File: config.mk
export PLATFORM = sky130hd
export DESIGN_NAME = ssq_sequencer
export DESIGN_NICKNAME = d
export VERILOG_FILES = /design/src/hdl/ssq_pkg.sv /design/src/hdl/ssq_sequencer.sv /design/src/hdl/ssq_sync.sv
export SDC_FILE = /design/constraint.sdc
export NUM_CORES = 1
export LEC_CHECK = 0
export ABC_AREA = 1
export BUFFER_PORTS_ARGS = -buffer_cell sky130_fd_sc_hd__buf_2
export CAP_MARGIN = 25
export CORE_ASPECT_RATIO = 0.6
export CORE_MARGIN = 8
export CORE_UTILIZATION = 25
export DETAILED_ROUTE_END_ITERATION = 8
export SETUP_SLACK_MARGIN = 0.5
export SKIP_CTS_REPAIR_TIMING = 1
export SLEW_MARGIN = 0
export SYNTH_ARGS = -nofsm -noshare
export SYNTH_HDL_FRONTEND = slang
export SYNTH_SLANG_ARGS = --single-unit
File: constraint.sdc
create_clock -name core_clk_i -period 4.9 [get_ports core_clk_i]
set_input_delay 0.98 -clock core_clk_i [delete_from_list [all_inputs] [get_ports core_clk_i]]
set_output_delay 0.98 -clock core_clk_i [all_outputs]
set_load 0.05 [all_outputs]
File: src/hdl/ssq_pkg.sv
package ssq_pkg;

   // clock and timing figures, times in ns
   localparam int CLK_MHZ               = 125;
   localparam int CLK_HZ                = 125_000_000;
   localparam int INIT_DELAY_NS         = 1_400_000;
   localparam int BOOT_HOLD_NS          = 85_000;
   localparam int CODE_VALID_NS         = 500;
   localparam int GOOD_DELAY_A_NS       = 440_000;
   localparam int GOOD_DELAY_B_NS       = 1_500_000;
   localparam int ALT_INITIAL_DELAY_NS  = 1_000_000;
   localparam int OC_WAIT_NS            = 12_000_000;
   localparam int STEP_FREQ_HZ          = 330_000;

   // least times round up to whole cycles
   localparam int INIT_DELAY_CYC   = (INIT_DELAY_NS * CLK_MHZ + 999) / 1000;
   localparam int BOOT_HOLD_CYC    = (BOOT_HOLD_NS * CLK_MHZ + 999) / 1000;
   localparam int CODE_VALID_CYC   = (CODE_VALID_NS * CLK_MHZ + 999) / 1000;
   localparam int GOOD_DELAY_A_CYC = (GOOD_DELAY_A_NS * CLK_MHZ + 999) / 1000;
   localparam int GOOD_DELAY_B_CYC = (GOOD_DELAY_B_NS * CLK_MHZ + 999) / 1000;
   localparam int ALT_INIT_CYC     =
      (ALT_INITIAL_DELAY_NS * CLK_MHZ + 999) / 1000;
   localparam int OC_WAIT_CYC      = (OC_WAIT_NS * CLK_MHZ + 999) / 1000;
   // step interval, rounded down so the rate is never slower
   localparam logic [15:0] STEP_DEFAULT_CYC = 16'(CLK_HZ / STEP_FREQ_HZ);

   // reference in 6.25mV steps; boot level 1.1V
   localparam logic [8:0] BOOT_LEVEL_STEPS = 9'h0b0;

   // register word indices, matched against address bits 5:2
   localparam logic [3:0] REG_CTRL   = 4'h0;
   localparam logic [3:0] REG_STEP   = 4'h1;
   localparam logic [3:0] REG_STATUS = 4'h2;
   localparam logic [3:0] REG_REF    = 4'h3;

   // control fields and reset values
   localparam int          CTRL_MODE_LSB   = 0;
   localparam int          CTRL_MULTI_BIT  = 2;
   localparam logic [1:0]  CTRL_MODE_RST   = 2'h0;
   localparam logic        CTRL_MULTI_RST  = 1'b1;

   // status fields, and the target field of the reference word
   localparam int STAT_STATE_LSB = 0;
   localparam int STAT_GOOD_BIT  = 4;
   localparam int STAT_DRIVE_BIT = 5;
   localparam int STAT_TRI_BIT   = 6;
   localparam int STAT_QUAL_BIT  = 7;
   localparam int STAT_CODE_LSB  = 8;
   localparam int STAT_PIN_BIT   = 16;
   localparam int REF_TARGET_LSB = 16;

   // voltage-code table modes
   typedef enum logic [1:0] {
      MODE_TEN    = 2'b00,
      MODE_ELEVEN = 2'b01,
      MODE_FIVE   = 2'b10,
      MODE_SIX    = 2'b11
   } ssq_mode_e;

   typedef enum logic [3:0] {
      ST_SHUTDOWN    = 4'b0000,
      ST_INIT_DELAY  = 4'b0001,
      ST_FIRST_RAMP  = 4'b0010,
      ST_BOOT_HOLD   = 4'b0011,
      ST_SECOND_RAMP = 4'b0100,
      ST_GOOD_DELAY  = 4'b0101,
      ST_RUN         = 4'b0110,
      ST_OC_WAIT     = 4'b0111,
      ST_OV_LATCH    = 4'b1000
   } ssq_state_e;

endpackage : ssq_pkg

File: src/hdl/ssq_sequencer.sv
`timescale 1ns/10ps
`default_nettype none
module ssq_sequencer #(
   parameter int INIT_DELAY_CYC   = ssq_pkg::INIT_DELAY_CYC,
   parameter int BOOT_HOLD_CYC    = ssq_pkg::BOOT_HOLD_CYC,
   parameter int GOOD_DELAY_A_CYC = ssq_pkg::GOOD_DELAY_A_CYC,
   parameter int GOOD_DELAY_B_CYC = ssq_pkg::GOOD_DELAY_B_CYC,
   parameter int ALT_INIT_CYC     = ssq_pkg::ALT_INIT_CYC,
   parameter int OC_WAIT_CYC      = ssq_pkg::OC_WAIT_CYC
) (
   input  wire logic        core_clk_i,
   input  wire logic        rst_b_i,
   // avalon-mm slave
   input  wire logic [5:0]  avs_address_i,
   input  wire logic        avs_read_i,
   input  wire logic        avs_write_i,
   input  wire logic [31:0] avs_writedata_i,
   input  wire logic [3:0]  avs_byteenable_i,
   output logic      [31:0] avs_readdata_o,
   output logic             avs_waitrequest_o,
   // comparator flags and code pins, all asynchronous
   input  wire logic        bias_por_ok_i,
   input  wire logic        main_enable_ok_i,
   input  wire logic        fourth_phase_enable_ok_i,
   input  wire logic        driver_supply_one_ok_i,
   input  wire logic        driver_supply_two_ok_i,
   input  wire logic        driver_supply_three_ok_i,
   input  wire logic        feedback_pin_above_ref_i,
   input  wire logic        undervoltage_i,
   input  wire logic        overvoltage_i,
   input  wire logic        overcurrent_i,
   input  wire logic        rate_pin_grounded_i,
   input  wire logic [7:0]  voltage_code_i,
   // open-drain power good pin
   input  wire logic        power_good_out_i,
   output logic             power_good_out_o,
   output logic             power_good_out_oe_o,
   // regulator controls
   output logic      [8:0]  reference_code_o,
   output logic             drive_enable_o,
   output logic             phase_tristate_o
);

   localparam int TW = 21;

   logic [19:0]          sync_q;
   logic                 bias_s;
   logic                 en_s;
   logic                 ph4_s;
   logic                 drv1_s;
   logic                 drv2_s;
   logic                 drv3_s;
   logic                 fb_above_s;
   logic                 uv_s;
   logic                 ov_s;
   logic                 oc_s;
   logic                 rate_gnd_s;
   logic                 pin_s;
   logic [7:0]           code_s;
   ssq_pkg::ssq_state_e  state_ff;
   ssq_pkg::ssq_state_e  nxt_state;
   logic [1:0]           mode_ff;
   logic                 multi_ff;
   logic [15:0]          step_div_ff;
   logic [TW-1:0]        timer_ff;
   logic [15:0]          step_cnt_ff;
   logic [7:0]           code_prev_ff;
   logic [6:0]           stable_cnt_ff;
   logic [7:0]           code_smp_ff;
   logic [8:0]           target_ff;
   logic                 drive_on_ff;
   logic                 wait_ff;
   logic                 boot_ramps;
   logic                 qualified;
   logic                 no_load;
   logic                 no_cpu;
   logic                 code_ok;
   logic                 step_tick;
   logic                 timer_done;
   logic                 soft_start;
   logic [8:0]           code_steps;
   logic [15:0]          step_len;
   logic [3:0]           word_sel;
   logic [31:0]          bytemask;

   // every comparator and code pin passes two flops first
   ssq_sync #(
      .WIDTH (20)
   ) u_sync (
      .core_clk_i (core_clk_i),
      .rst_b_i    (rst_b_i),
      .async_i    ({power_good_out_i, rate_pin_grounded_i, overcurrent_i,
                    overvoltage_i, undervoltage_i, feedback_pin_above_ref_i,
                    driver_supply_three_ok_i, driver_supply_two_ok_i,
                    driver_supply_one_ok_i, fourth_phase_enable_ok_i,
                    main_enable_ok_i, bias_por_ok_i, voltage_code_i}),
      .sync_o     (sync_q)
   );

   assign {pin_s, rate_gnd_s, oc_s, ov_s, uv_s, fb_above_s, drv3_s, drv2_s,
           drv1_s, ph4_s, en_s, bias_s, code_s} = sync_q;

   // qualification to leave or stay out of shutdown
   assign qualified = bias_s && en_s
                      && ph4_s
                      && drv1_s && (!multi_ff || (drv2_s && drv3_s));

   assign boot_ramps = (mode_ff == ssq_pkg::MODE_TEN) ||
                       (mode_ff == ssq_pkg::MODE_ELEVEN);

   // code decode per table; linear step mapping
   always_comb
   begin
      case (mode_ff)
         ssq_pkg::MODE_FIVE:
         begin
            code_steps = {4'h0, code_s[4:0]};
            no_cpu     = (code_s[4:0] == 5'h1f);
         end
         ssq_pkg::MODE_SIX:
         begin
            code_steps = {3'h0, code_s[5:0]};
            no_cpu     = (code_s[5:0] == 6'h3f);
         end
         default:
         begin
            code_steps = {1'b0, code_s};
            no_cpu     = (code_s == 8'hff) || (code_s == 8'h00);
         end
      endcase
   end

   assign no_load = (mode_ff == ssq_pkg::MODE_FIVE) && no_cpu;
   assign code_ok = (stable_cnt_ff == 7'(ssq_pkg::CODE_VALID_CYC)) &&
                    !no_cpu;
   assign timer_done = (timer_ff == '0);
   assign step_tick  = (step_cnt_ff == 16'h0000);
   assign soft_start = (state_ff == ssq_pkg::ST_INIT_DELAY) ||
                       (state_ff == ssq_pkg::ST_FIRST_RAMP) ||
                       (state_ff == ssq_pkg::ST_BOOT_HOLD) ||
                       (state_ff == ssq_pkg::ST_SECOND_RAMP);

   // step interval: programmed, or fixed when pin grounded or five/six
   assign step_len = (boot_ramps && !rate_gnd_s) ? step_div_ff
                     : ssq_pkg::STEP_DEFAULT_CYC;

   // sequencing; qualification loss beats every fault
   always_comb
   begin
      nxt_state = state_ff;
      case (state_ff)
         ssq_pkg::ST_SHUTDOWN:
            if (qualified && !no_load)
               nxt_state = ssq_pkg::ST_INIT_DELAY;
         ssq_pkg::ST_INIT_DELAY:
            if (timer_done)
               nxt_state = boot_ramps ? ssq_pkg::ST_FIRST_RAMP
                                      : ssq_pkg::ST_SECOND_RAMP;
         ssq_pkg::ST_FIRST_RAMP:
            if (reference_code_o == ssq_pkg::BOOT_LEVEL_STEPS)
               nxt_state = ssq_pkg::ST_BOOT_HOLD;
         ssq_pkg::ST_BOOT_HOLD:
            if (timer_done && code_ok)
               nxt_state = ssq_pkg::ST_SECOND_RAMP;
         ssq_pkg::ST_SECOND_RAMP:
            if (reference_code_o == target_ff)
               nxt_state = ssq_pkg::ST_GOOD_DELAY;
         ssq_pkg::ST_GOOD_DELAY:
            if (timer_done)
               nxt_state = ssq_pkg::ST_RUN;
         ssq_pkg::ST_RUN:
            nxt_state = ssq_pkg::ST_RUN;
         ssq_pkg::ST_OC_WAIT:
            if (timer_done)
               nxt_state = ssq_pkg::ST_INIT_DELAY;
         ssq_pkg::ST_OV_LATCH:
            nxt_state = ssq_pkg::ST_OV_LATCH;
         default:
            nxt_state = ssq_pkg::ST_SHUTDOWN;
      endcase
      if (state_ff != ssq_pkg::ST_SHUTDOWN)
      begin
         if (oc_s && state_ff != ssq_pkg::ST_OV_LATCH &&
             state_ff != ssq_pkg::ST_OC_WAIT)
            nxt_state = ssq_pkg::ST_OC_WAIT;
         if (ov_s)
            nxt_state = ssq_pkg::ST_OV_LATCH;
         if (no_cpu && (state_ff == ssq_pkg::ST_RUN ||
                        state_ff == ssq_pkg::ST_GOOD_DELAY))
            nxt_state = ssq_pkg::ST_SHUTDOWN;
         if (!qualified)
            nxt_state = ssq_pkg::ST_SHUTDOWN;
      end
   end

   always_ff @(posedge core_clk_i or negedge rst_b_i)
   begin
      if (!rst_b_i)
         state_ff <= ssq_pkg::ST_SHUTDOWN;
      else
         state_ff <= nxt_state;
   end

   // one down-counter, loaded on entry to each timed state
   always_ff @(posedge core_clk_i or negedge rst_b_i)
   begin
      if (!rst_b_i)
         timer_ff <= '0;
      else if (nxt_state != state_ff)
      begin
         case (nxt_state)
            ssq_pkg::ST_INIT_DELAY:
               timer_ff <= boot_ramps ? TW'(INIT_DELAY_CYC - 1)
                                      : TW'(ALT_INIT_CYC - 1);
            ssq_pkg::ST_BOOT_HOLD:
               timer_ff <= TW'(BOOT_HOLD_CYC - 1);
            ssq_pkg::ST_GOOD_DELAY:
               timer_ff <= boot_ramps ? TW'(GOOD_DELAY_A_CYC - 1)
                                      : TW'(GOOD_DELAY_B_CYC - 1);
            ssq_pkg::ST_OC_WAIT:
               timer_ff <= TW'(OC_WAIT_CYC - 1);
            default:
               timer_ff <= '0;
         endcase
      end
      else if (!timer_done)
         timer_ff <= timer_ff - 1'b1;
   end

   // code must sit still this long before it counts as valid
   always_ff @(posedge core_clk_i or negedge rst_b_i)
   begin
      if (!rst_b_i)
      begin
         code_prev_ff  <= 8'h00;
         stable_cnt_ff <= 7'h00;
      end
      else
      begin
         code_prev_ff <= code_s;
         if (code_s != code_prev_ff)
            stable_cnt_ff <= 7'h00;
         else if (stable_cnt_ff != 7'(ssq_pkg::CODE_VALID_CYC))
            stable_cnt_ff <= stable_cnt_ff + 7'h01;
      end
   end

   // target sampled at start (five/six) or end of boot hold
   always_ff @(posedge core_clk_i or negedge rst_b_i)
   begin
      if (!rst_b_i)
      begin
         target_ff   <= 9'h000;
         code_smp_ff <= 8'h00;
      end
      else if ((state_ff == ssq_pkg::ST_SHUTDOWN ||
                state_ff == ssq_pkg::ST_OC_WAIT) &&
               nxt_state == ssq_pkg::ST_INIT_DELAY && !boot_ramps)
      begin
         target_ff   <= code_steps;
         code_smp_ff <= code_s;
      end
      else if (state_ff == ssq_pkg::ST_BOOT_HOLD &&
               nxt_state == ssq_pkg::ST_SECOND_RAMP)
      begin
         target_ff   <= code_steps;
         code_smp_ff <= code_s;
      end
   end

   // step pacing; restarts on every state change
   always_ff @(posedge core_clk_i or negedge rst_b_i)
   begin
      if (!rst_b_i)
         step_cnt_ff <= ssq_pkg::STEP_DEFAULT_CYC;
      else if (nxt_state != state_ff || step_tick)
         step_cnt_ff <= step_len - 16'h0001;
      else
         step_cnt_ff <= step_cnt_ff - 16'h0001;
   end

   // reference moves one 6.25mV step per tick, either direction
   always_ff @(posedge core_clk_i or negedge rst_b_i)
   begin
      if (!rst_b_i)
         reference_code_o <= 9'h000;
      else if (nxt_state == ssq_pkg::ST_SHUTDOWN ||
               nxt_state == ssq_pkg::ST_OC_WAIT ||
               nxt_state == ssq_pkg::ST_INIT_DELAY)
         reference_code_o <= 9'h000;
      else if (step_tick && state_ff == ssq_pkg::ST_FIRST_RAMP &&
               reference_code_o != ssq_pkg::BOOT_LEVEL_STEPS)
         reference_code_o <= reference_code_o + 9'h001;
      else if (step_tick && state_ff == ssq_pkg::ST_SECOND_RAMP &&
               nxt_state == ssq_pkg::ST_SECOND_RAMP)
      begin
         if (reference_code_o < target_ff)
            reference_code_o <= reference_code_o + 9'h001;
         else if (reference_code_o > target_ff)
            reference_code_o <= reference_code_o - 9'h001;
      end
   end

   // drives: tri-state in shutdown, held off in soft start until output first falls below ref
   always_ff @(posedge core_clk_i or negedge rst_b_i)
   begin
      if (!rst_b_i)
         drive_on_ff <= 1'b0;
      else if (nxt_state == ssq_pkg::ST_SHUTDOWN ||
               nxt_state == ssq_pkg::ST_OC_WAIT ||
               nxt_state == ssq_pkg::ST_OV_LATCH ||
               nxt_state == ssq_pkg::ST_INIT_DELAY)
         drive_on_ff <= 1'b0;
      else if (soft_start && !fb_above_s)
         drive_on_ff <= 1'b1;
      else if (nxt_state == ssq_pkg::ST_GOOD_DELAY)
         drive_on_ff <= 1'b1;
   end

   always_ff @(posedge core_clk_i or negedge rst_b_i)
   begin
      if (!rst_b_i)
      begin
         drive_enable_o   <= 1'b0;
         phase_tristate_o <= 1'b1;
      end
      else
      begin
         drive_enable_o   <= drive_on_ff;
         phase_tristate_o <= (state_ff == ssq_pkg::ST_SHUTDOWN);
      end
   end

   // open drain: pull low unless running clean; released means high
   always_ff @(posedge core_clk_i or negedge rst_b_i)
   begin
      if (!rst_b_i)
      begin
         power_good_out_o    <= 1'b0;
         power_good_out_oe_o <= 1'b1;
      end
      else
      begin
         power_good_out_o    <= 1'b0;
         power_good_out_oe_o <= !(state_ff == ssq_pkg::ST_RUN
                                  && !uv_s
                                  && !ov_s && !oc_s && !no_cpu);
      end
   end

   // bus slave: one wait cycle, answer on the second request cycle
   assign word_sel = avs_address_i[5:2];
   assign bytemask = {{8{avs_byteenable_i[3]}}, {8{avs_byteenable_i[2]}},
                      {8{avs_byteenable_i[1]}}, {8{avs_byteenable_i[0]}}};

   always_ff @(posedge core_clk_i or negedge rst_b_i)
   begin
      if (!rst_b_i)
         wait_ff <= 1'b1;
      else if ((avs_read_i || avs_write_i) && wait_ff)
         wait_ff <= 1'b0;
      else
         wait_ff <= 1'b1;
   end

   assign avs_waitrequest_o = wait_ff;

   // writes land on the edge where waitrequest is seen low
   always_ff @(posedge core_clk_i or negedge rst_b_i)
   begin
      if (!rst_b_i)
      begin
         mode_ff     <= ssq_pkg::CTRL_MODE_RST;
         multi_ff    <= ssq_pkg::CTRL_MULTI_RST;
         step_div_ff <= ssq_pkg::STEP_DEFAULT_CYC;
      end
      else if (avs_write_i && !wait_ff)
      begin
         if (word_sel == ssq_pkg::REG_CTRL && avs_byteenable_i[0])
         begin
            mode_ff  <= avs_writedata_i[ssq_pkg::CTRL_MODE_LSB +: 2];
            multi_ff <= avs_writedata_i[ssq_pkg::CTRL_MULTI_BIT];
         end
         if (word_sel == ssq_pkg::REG_STEP)
            step_div_ff <= (step_div_ff & ~bytemask[15:0]) |
                           (avs_writedata_i[15:0] & bytemask[15:0]);
      end
   end

   // read data captured with the wait drop, held through the answer
   always_ff @(posedge core_clk_i or negedge rst_b_i)
   begin
      if (!rst_b_i)
         avs_readdata_o <= 32'h0000_0000;
      else if (avs_read_i && wait_ff)
      begin
         avs_readdata_o <= 32'h0000_0000;
         case (word_sel)
            ssq_pkg::REG_CTRL:
            begin
               avs_readdata_o[ssq_pkg::CTRL_MODE_LSB +: 2] <= mode_ff;
               avs_readdata_o[ssq_pkg::CTRL_MULTI_BIT]     <= multi_ff;
            end
            ssq_pkg::REG_STEP:
               avs_readdata_o[15:0] <= step_div_ff;
            ssq_pkg::REG_STATUS:
            begin
               avs_readdata_o[ssq_pkg::STAT_STATE_LSB +: 4] <= state_ff;
               avs_readdata_o[ssq_pkg::STAT_GOOD_BIT]  <= !power_good_out_oe_o;
               avs_readdata_o[ssq_pkg::STAT_DRIVE_BIT] <= drive_enable_o;
               avs_readdata_o[ssq_pkg::STAT_TRI_BIT]   <= phase_tristate_o;
               avs_readdata_o[ssq_pkg::STAT_QUAL_BIT]  <= qualified;
               avs_readdata_o[ssq_pkg::STAT_CODE_LSB +: 8] <= code_smp_ff;
               avs_readdata_o[ssq_pkg::STAT_PIN_BIT]   <= pin_s;
            end
            ssq_pkg::REG_REF:
            begin
               avs_readdata_o[8:0] <= reference_code_o;
               avs_readdata_o[ssq_pkg::REF_TARGET_LSB +: 9] <= target_ff;
            end
            default:
               avs_readdata_o <= 32'h0000_0000;
         endcase
      end
   end

endmodule : ssq_sequencer
`default_nettype wire

File: src/hdl/ssq_sync.sv
`timescale 1ns/10ps
`default_nettype none
module ssq_sync #(
   parameter int WIDTH = 1
) (
   input  wire logic             core_clk_i,
   input  wire logic             rst_b_i,
   input  wire logic [WIDTH-1:0] async_i,
   output logic      [WIDTH-1:0] sync_o
);

   logic [WIDTH-1:0] meta_ff;

   // two stages; only the second stage is read outside
   always_ff @(posedge core_clk_i or negedge rst_b_i)
   begin
      if (!rst_b_i)
      begin
         meta_ff <= '0;
         sync_o  <= '0;
      end
      else
      begin
         meta_ff <= async_i;
         sync_o  <= meta_ff;
      end
   end

endmodule : ssq_sync
`default_nettype wire

==> results of run 1 <==
==> per-layer routing <==
metal	up-vias	GRT usage (%)	part of all wire, %
met1	3255	18.1	52
met4	0	2.90	0.69
li1	3311	-	-
met5	-	0	0
met2	241	15.9	39
met3	13	3.71	8.6
==> stage by stage <==
stage	instance area (sq um)	worst slack [ps]	cells	utilization, %
floorplan	8280	1810	974	-
global placement	9090	1170	1454	28.0
detailed placement	9090	1120	1454	28.0
CTS	9730	1110	1485	30.0
global route	9730	732	1485	30.0
finish	9730	1020	1485	30.0
==> critical path: cells and delay by family (launching register included) <==
family,cells,cell delay [ps]
DFF,1,360
and+or+nand+nor,16,2880
buffers and inverters,1,190
AOI/OAI and AO/OA,1,80
adders and majority gates,1,240
==> Yosys cell counts (12+ instances only) <==
| cell | number | area [sq um] |
|---|---|---|
| nand2_2 | 20 | 125 |
| ha_1 | 14 | 175 |
| nand2_1 | 204 | 766 |
| nor2_1 | 97 | 364 |
| dfrtp_1 | 148 | 3700 |
| nor3_1 | 23 | 115 |
| nand4_1 | 27 | 169 |
| a21oi_1 | 47 | 235 |
| clkbuf_1 | 12 | 45.0 |
| dfstp_2 | 16 | 420 |
| inv_1 | 104 | 390 |
| o21ai_0 | 62 | 310 |
| xnor2_1 | 13 | 114 |
| nor2_2 | 17 | 106 |
| xor2_1 | 15 | 131 |
| nand3_1 | 33 | 165 |
==> where the power goes <==
part	leakage [nW]	switching, W	total (W)	internal (W)
registers	2.04	0.000168	0.00180	0.00163
clock network	0.305	0.000567	0.00146	0.000894
logic	2.32	0.00189	0.00266	0.000773
total	4.67	0.00262	0.00592	0.00330
==> sequential cells by signal, summed over array words and instances (netlist names), 3 cells and up, named ones only <==
signal	flops
avs_readdata_o	24
code_prev_ff	8
code_smp_ff	8
reference_code_o	9
stable_cnt_ff	7
state_ff	4
step_cnt_ff	16
target_ff	3
timer_ff	21
u_sync.meta_ff	20
u_sync.sync_o	20
==> layout by cell type, fill, tap and decap left out, drive strengths merged <==
cell type  instances
a31oi              4
o2111ai            1
xor2              15
or3                1
o31a               1
nand4             28
o22ai              8
buf               88
dfstp             16
nand3b             5
xnor2             13
a21oi             47
mux2               7
nor3              24
clkbuf            20
ha                14
nand3             42
o31ai              6
o21a               2
a221oi             3
nand2            226
clkinv             4
clkinvlp           3
bufinv             4
nor4               9
inv              112
nor2             119
dfrtp            148
or2                4
a21o               1
o211ai             6
o221ai             3
o21ai             68
conb               9
==> final cells by class <==
cell class / instances / area share [%]
clock inverters: 11 / 1.79
repair buffers: 88 / 4.87
clock buffers: 20 / 4.79
inverters: 112 / 4.32
well taps: 424 / 5.45
multi-input cells: 666 / 36.4
flip-flops and latches: 164 / 42.4
==> worst min-delay path by stage <==
stage / slack (ps) / from / to
after CTS: 350 / u_sync.meta_ff[13]$_DFF_PN0_ / u_sync.sync_o[13]$_DFF_PN0_
after global routing: 360 / u_sync.meta_ff[1]$_DFF_PN0_ / u_sync.sync_o[1]$_DFF_PN0_
after detailed placement: 340 / u_sync.meta_ff[1]$_DFF_PN0_ / u_sync.sync_o[1]$_DFF_PN0_
after global placement: 340 / u_sync.meta_ff[1]$_DFF_PN0_ / u_sync.sync_o[1]$_DFF_PN0_
after floorplan: 330 / u_sync.meta_ff[0]$_DFF_PN0_ / u_sync.sync_o[0]$_DFF_PN0_
final: 350 / u_sync.meta_ff[0]$_DFF_PN0_ / u_sync.sync_o[0]$_DFF_PN0_
==> kinds of logic (layout without fill, tap and decap cells) <==
kind of cell,after synthesis,in the layout,synth area share [%]
AOI/OAI and AO/OA,150,150,10.2
buffers and inverters,144,231,7.46
xor gates and xnor gates,28,28,2.97
adders and majority gates,14,14,2.12
other,1,9,0.0455
and+or+nand+nor,458,458,26.3
DFF,164,164,50.0
muxes,7,7,0.956
==> run_results.csv, run 1 <==
group,metric,value,unit
timing,slew_viol_final,0,
clock_tree,numClockSinks,164,
synth,ys_types,48,
setup_path,crit_path_start,"multi_ff$_DFFE_PN1P_",
timing,max_slew_margin,43.9,%
hold_path,hp-class,"reg -> reg",
global_route,grt_max_degree,87,
setup_path,rr_worst_depth,19,
final_layout,syn2layout_area_growth,18.0,%
pwr,powerDensity,608,nW/um^2
timing,finClkSkew,9.44,ps
routing,ant_nets,0,
synth,synth_area,8250,sq um
final_layout,layout.nets,1129,
clock_tree,clockRootBuffer,"clkbuf_16",
final_layout,fillers,3427,
synth,synth_top_flop_cell,"dfrtp_1",
setup_path,path_class,"reg -> reg",
routing,wl_per_cell,15.7,um
synth,ys_seq_area_share,50.0,%
synth,ys_warn_count,0,
final_layout,layout-drive-gt1-share,19.7,%
synth,ys_seq_elements,164,
clock_tree,cts_tree,"yes",
setup_path,cpMaxStageDelayCell,"nor2_1",
setup_path,cp.required,5230,ps
final_layout,diodes,0,
timing,tightest_slew,834,ps
hold_path,whs_path_depth,0,
setup_path,critPathLaunchType,"flop",
setup_path,timing.critical_path.cells,"inv_1 > a21oi_1 > nor2_1 > nand3_1 > nand2_2 > nand2_1 > nand2_1 > nand2_1 > nor2_4 > nand3_4 > nand2_1 > nand2_2 > ha_1 > nand3_2 > nor2_2 > nand3_2 > nor2_2 > nand2_1 > nand2_1",
place,dpl.hpwl,17.8,mm
timing,fin_hold_ws,348,ps
pwr,power.total,0.00592,W
setup_path,slowest_delay,560,ps
die,io_pins,112,
timing,timing.final.crit_share,79.2,%
global_route,grt_remaining_overflow,0,
global_route,grt_usage,11.9,%
place,place_congestion,0.869,
global_route,antenna_found_initial,0,
setup_path,critPathArrivalTime,4210,ps
synth,synth_edf_count,0,
setup_path,r2r_start,"multi_ff$_DFFE_PN1P_",
place,io_buffers,82,
clock_tree,cts_buffers,17,
synth,synth_cells,966,
run,cap_viol_max_count,0,
setup_path,reg2reg_slack,1020,ps
die,die-area,39300,sq um
routing,drc,0,
final_layout,multi_input_area,3540,sq um
routing,dr.pass1.iters,5,
setup_path,crit_path_max_fanout,21,
routing,viasPerCell,4.59,
pwr,power.leakage,4.67,nW
final_layout,regArea,4120,sq um
setup_path,r2r_end,"step_cnt_ff[10]$_DFF_PN0_",
die,die_h,157,um
timing,setup_violations,0,
timing,fin_crit,3880,ps
clock_tree,clk_latency,440,ps
clock_tree,clockBufferDepth,2,
setup_path,end_kind,"flop",
die,initial_core_util,25.4,%
die,std_cell_rows,51,
die,core,32500,sq um
pwr,irDropWorstVdd,0.000309,V
setup_path,crit_top_cell,"nand2_1",
clock_tree,path_clk_slew,60,ps
timing,final.setup.tns,0,ps
routing,drt_iter0_markers,654,
setup_path,crit_end,"step_cnt_ff[10]$_DFF_PN0_",
timing,hold_violations,0,
routing,drt-total-wl,23.3,mm
clock_tree,h-tree-depth,4,
timing,fmax,0.258,GHz
die,die_width,250,um
run_status,status,"finished clean",
routing,vias,6820,
synth,avgSynthCellArea,8.54,sq um
global_route,grt_pass1_vias,6379,
synth,ys_async_sr_fraction,100,%
global_route,grt_pass1_wl,36.7,mm
timing,rsz0062_at_grt,"false",
Note: power is estimated with default switching activity, not from simulation.
==> inputs of run 2 (changes only) <==
==> constraint.sdc (replaced) <==
create_clock -name core_clk_i -period 3.7 [get_ports core_clk_i]
set_input_delay 0.74 -clock core_clk_i [delete_from_list [all_inputs] [get_ports core_clk_i]]
set_output_delay 0.74 -clock core_clk_i [all_outputs]
set_load 0.05 [all_outputs]
==> run_results.csv, run 2 (synthesis gave the netlist of run 1 again) <==
group,metric,value,unit
routing,vias,7019,
die,io_pins,112,
hold_path,hp-class,"in -> async",
setup_path,path_class,"reg -> reg",
pwr,irDropWorstVdd,0.000413,V
timing,finClkSkew,7.41,ps
run,cap_viol_max_count,0,
clock_tree,h-tree-depth,4,
die,std_cell_rows,51,
die,core,32500,sq um
place,place_congestion,0.889,
setup_path,crit_end,"step_cnt_ff[12]$_DFF_PN0_",
clock_tree,clockRootBuffer,"clkbuf_16",
run_status,status,"finished clean",
setup_path,rr_worst_depth,21,
setup_path,r2r_start,"code_smp_ff[1]$_DFFE_PN0P_",
timing,fmax,0.330,GHz
routing,drt-total-wl,23.9,mm
timing,slew_viol_final,0,
die,initial_core_util,25.4,%
routing,viasPerCell,4.61,
setup_path,timing.critical_path.cells,"inv_1 > ha_1 > nand4_1 > nor2_2 > nand3_1 > nand3b_1 > nor2_1 > nand2_1 > nand2_2 > nand3_4 > nand2_2 > nand2_4 > nand3_4 > nand2_1 > nand2_2 > ha_2 > nand3_4 > nor2_4 > nand3_4 > o21ai_1 > nand2_1",
final_layout,syn2layout_area_growth,23.1,%
global_route,grt_usage,12.2,%
clock_tree,cts_tree,"yes",
clock_tree,clockBufferDepth,2,
timing,fin_hold_ws,295,ps
setup_path,critPathLaunchType,"flop",
routing,drc,0,
final_layout,final_common_cell,"nand2_1",
timing,hold_violations,0,
setup_path,cpMaxStageDelayCell,"dfrtp_1",
clock_tree,path_clk_slew,70,ps
setup_path,crit_top_cell,"nand3_4",
global_route,grt_max_degree,67,
routing,wl_per_cell,15.7,um
routing,dr.pass1.iters,5,
final_layout,layout-drive-gt1-share,25.5,%
setup_path,cp.required,4020,ps
global_route,grt_pass1_vias,6556,
die,die_h,157,um
die,die-area,39300,sq um
setup_path,crit_path_start,"code_smp_ff[1]$_DFFE_PN0P_",
place,dpl.hpwl,18.2,mm
pwr,powerDensity,827,nW/um^2
clock_tree,numClockSinks,164,
setup_path,r2r_end,"step_cnt_ff[12]$_DFF_PN0_",
clock_tree,cts_buffers,17,
routing,ant_nets,0,
pwr,power.leakage,4.84,nW
final_layout,diodes,0,
final_layout,fillers,3397,
final_layout,final_cell_mix,"201 x nand2_1, 135 x dfrtp_1, 100 x inv_1",
timing,final.setup.tns,0,ps
timing,timing.final.crit_share,81.9,%
setup_path,reg2reg_slack,670,ps
routing,drt_iter0_markers,1067,
timing,tightest_slew,686,ps
setup_path,end_kind,"flop",
final_layout,largest_register_ff_count,24,
global_route,grt_pass1_wl,37.3,mm
setup_path,critPathArrivalTime,3350,ps
final_layout,reg_top3,"avs_readdata_o x24, timer_ff x21",
final_layout,max_flop_register,"avs_readdata_o",
final_layout,layout.nets,1164,
timing,rsz0062_at_grt,"true",
setup_path,crit_path_max_fanout,8,
global_route,grt_remaining_overflow,0,
global_route,antenna_found_initial,0,
clock_tree,clk_latency,440,ps
setup_path,slowest_delay,360,ps
timing,setup_violations,0,
die,die_width,250,um
place,io_buffers,82,
timing,fin_crit,3030,ps
timing,max_slew_margin,54.2,%
run 2: changes by cell type in the layout (fill, tap and decap cells not counted), sizes merged:
cell	change
buf	+34
inv	+5
clkbuf	-3
clkinv	+2
clkinvlp	-2
bufinv	-1
nand3	+1
run 2: through the flow:
| step | worst slack [ps] | std cells | total power, W | instance area (sq um) | utilization [%] |
|---|---|---|---|---|---|
| after floorplan | 615 | 974 | 0.00516 | 8280 | - |
| after global placement | 456 | 1472 | 0.00601 | 9230 | 28.4 |
| after detailed placement | 373 | 1472 | 0.00608 | 9230 | 28.4 |
| after CTS | 363 | 1504 | 0.00799 | 9850 | 30.3 |
| after global routing | 469 | 1521 | 0.00899 | 10200 | 31.3 |
| final | 670 | 1521 | 0.00840 | 10200 | 31.3 |
run 2: final cells by class:
type	count	area (sq um)	area share (%)
clock buffers	17	425	4.19
clock inverters	15	193	1.90
inverters	112	420	4.14
multi-input cells	667	3710	36.6
flip-flops and latches	164	4140	40.8
well taps	424	531	5.22
repair buffers	122	733	7.22
run 2: worst min path at each step:
stage | endpoint | depth (start not counted) | from | slack, ps
after detailed placement | u_sync.sync_o[13]$_DFF_PN0_ | 0 | u_sync.meta_ff[13]$_DFF_PN0_ | 330
after floorplan | u_sync.sync_o[0]$_DFF_PN0_ | 0 | u_sync.meta_ff[0]$_DFF_PN0_ | 330
after CTS | avs_readdata_o[19]$_DFFE_PN0P_ | 1 | rst_b_i | 310
final | avs_readdata_o[19]$_DFFE_PN0P_ | 1 | rst_b_i | 300
after global placement | u_sync.sync_o[12]$_DFF_PN0_ | 0 | u_sync.meta_ff[12]$_DFF_PN0_ | 330
after global routing | avs_readdata_o[19]$_DFFE_PN0P_ | 1 | rst_b_i | 330
run 2: critical path: cells and delay by family (launching register included):
family	cells	cell delay, ps
and+or+nand+nor	17	1660
adders and majority gates	2	530
DFF	1	360
buffers and inverters	1	220
AOI/OAI and AO/OA	1	140
run 2: per-layer routing:
layer	global-route usage, %	up-vias	share of wire, %
met5	0.648	-	0
met4	3.07	0	1.1
met3	3.25	30	8.3
met2	15.8	267	38
met1	19.0	3325	52
li1	-	3397	-
run 2: where the power goes:
| part | switching [W] | internal (W) |
|---|---|---|
| clock | 0.000797 | 0.00108 |
| combinational | 0.00273 | 0.00139 |
| sequential | 0.000244 | 0.00216 |
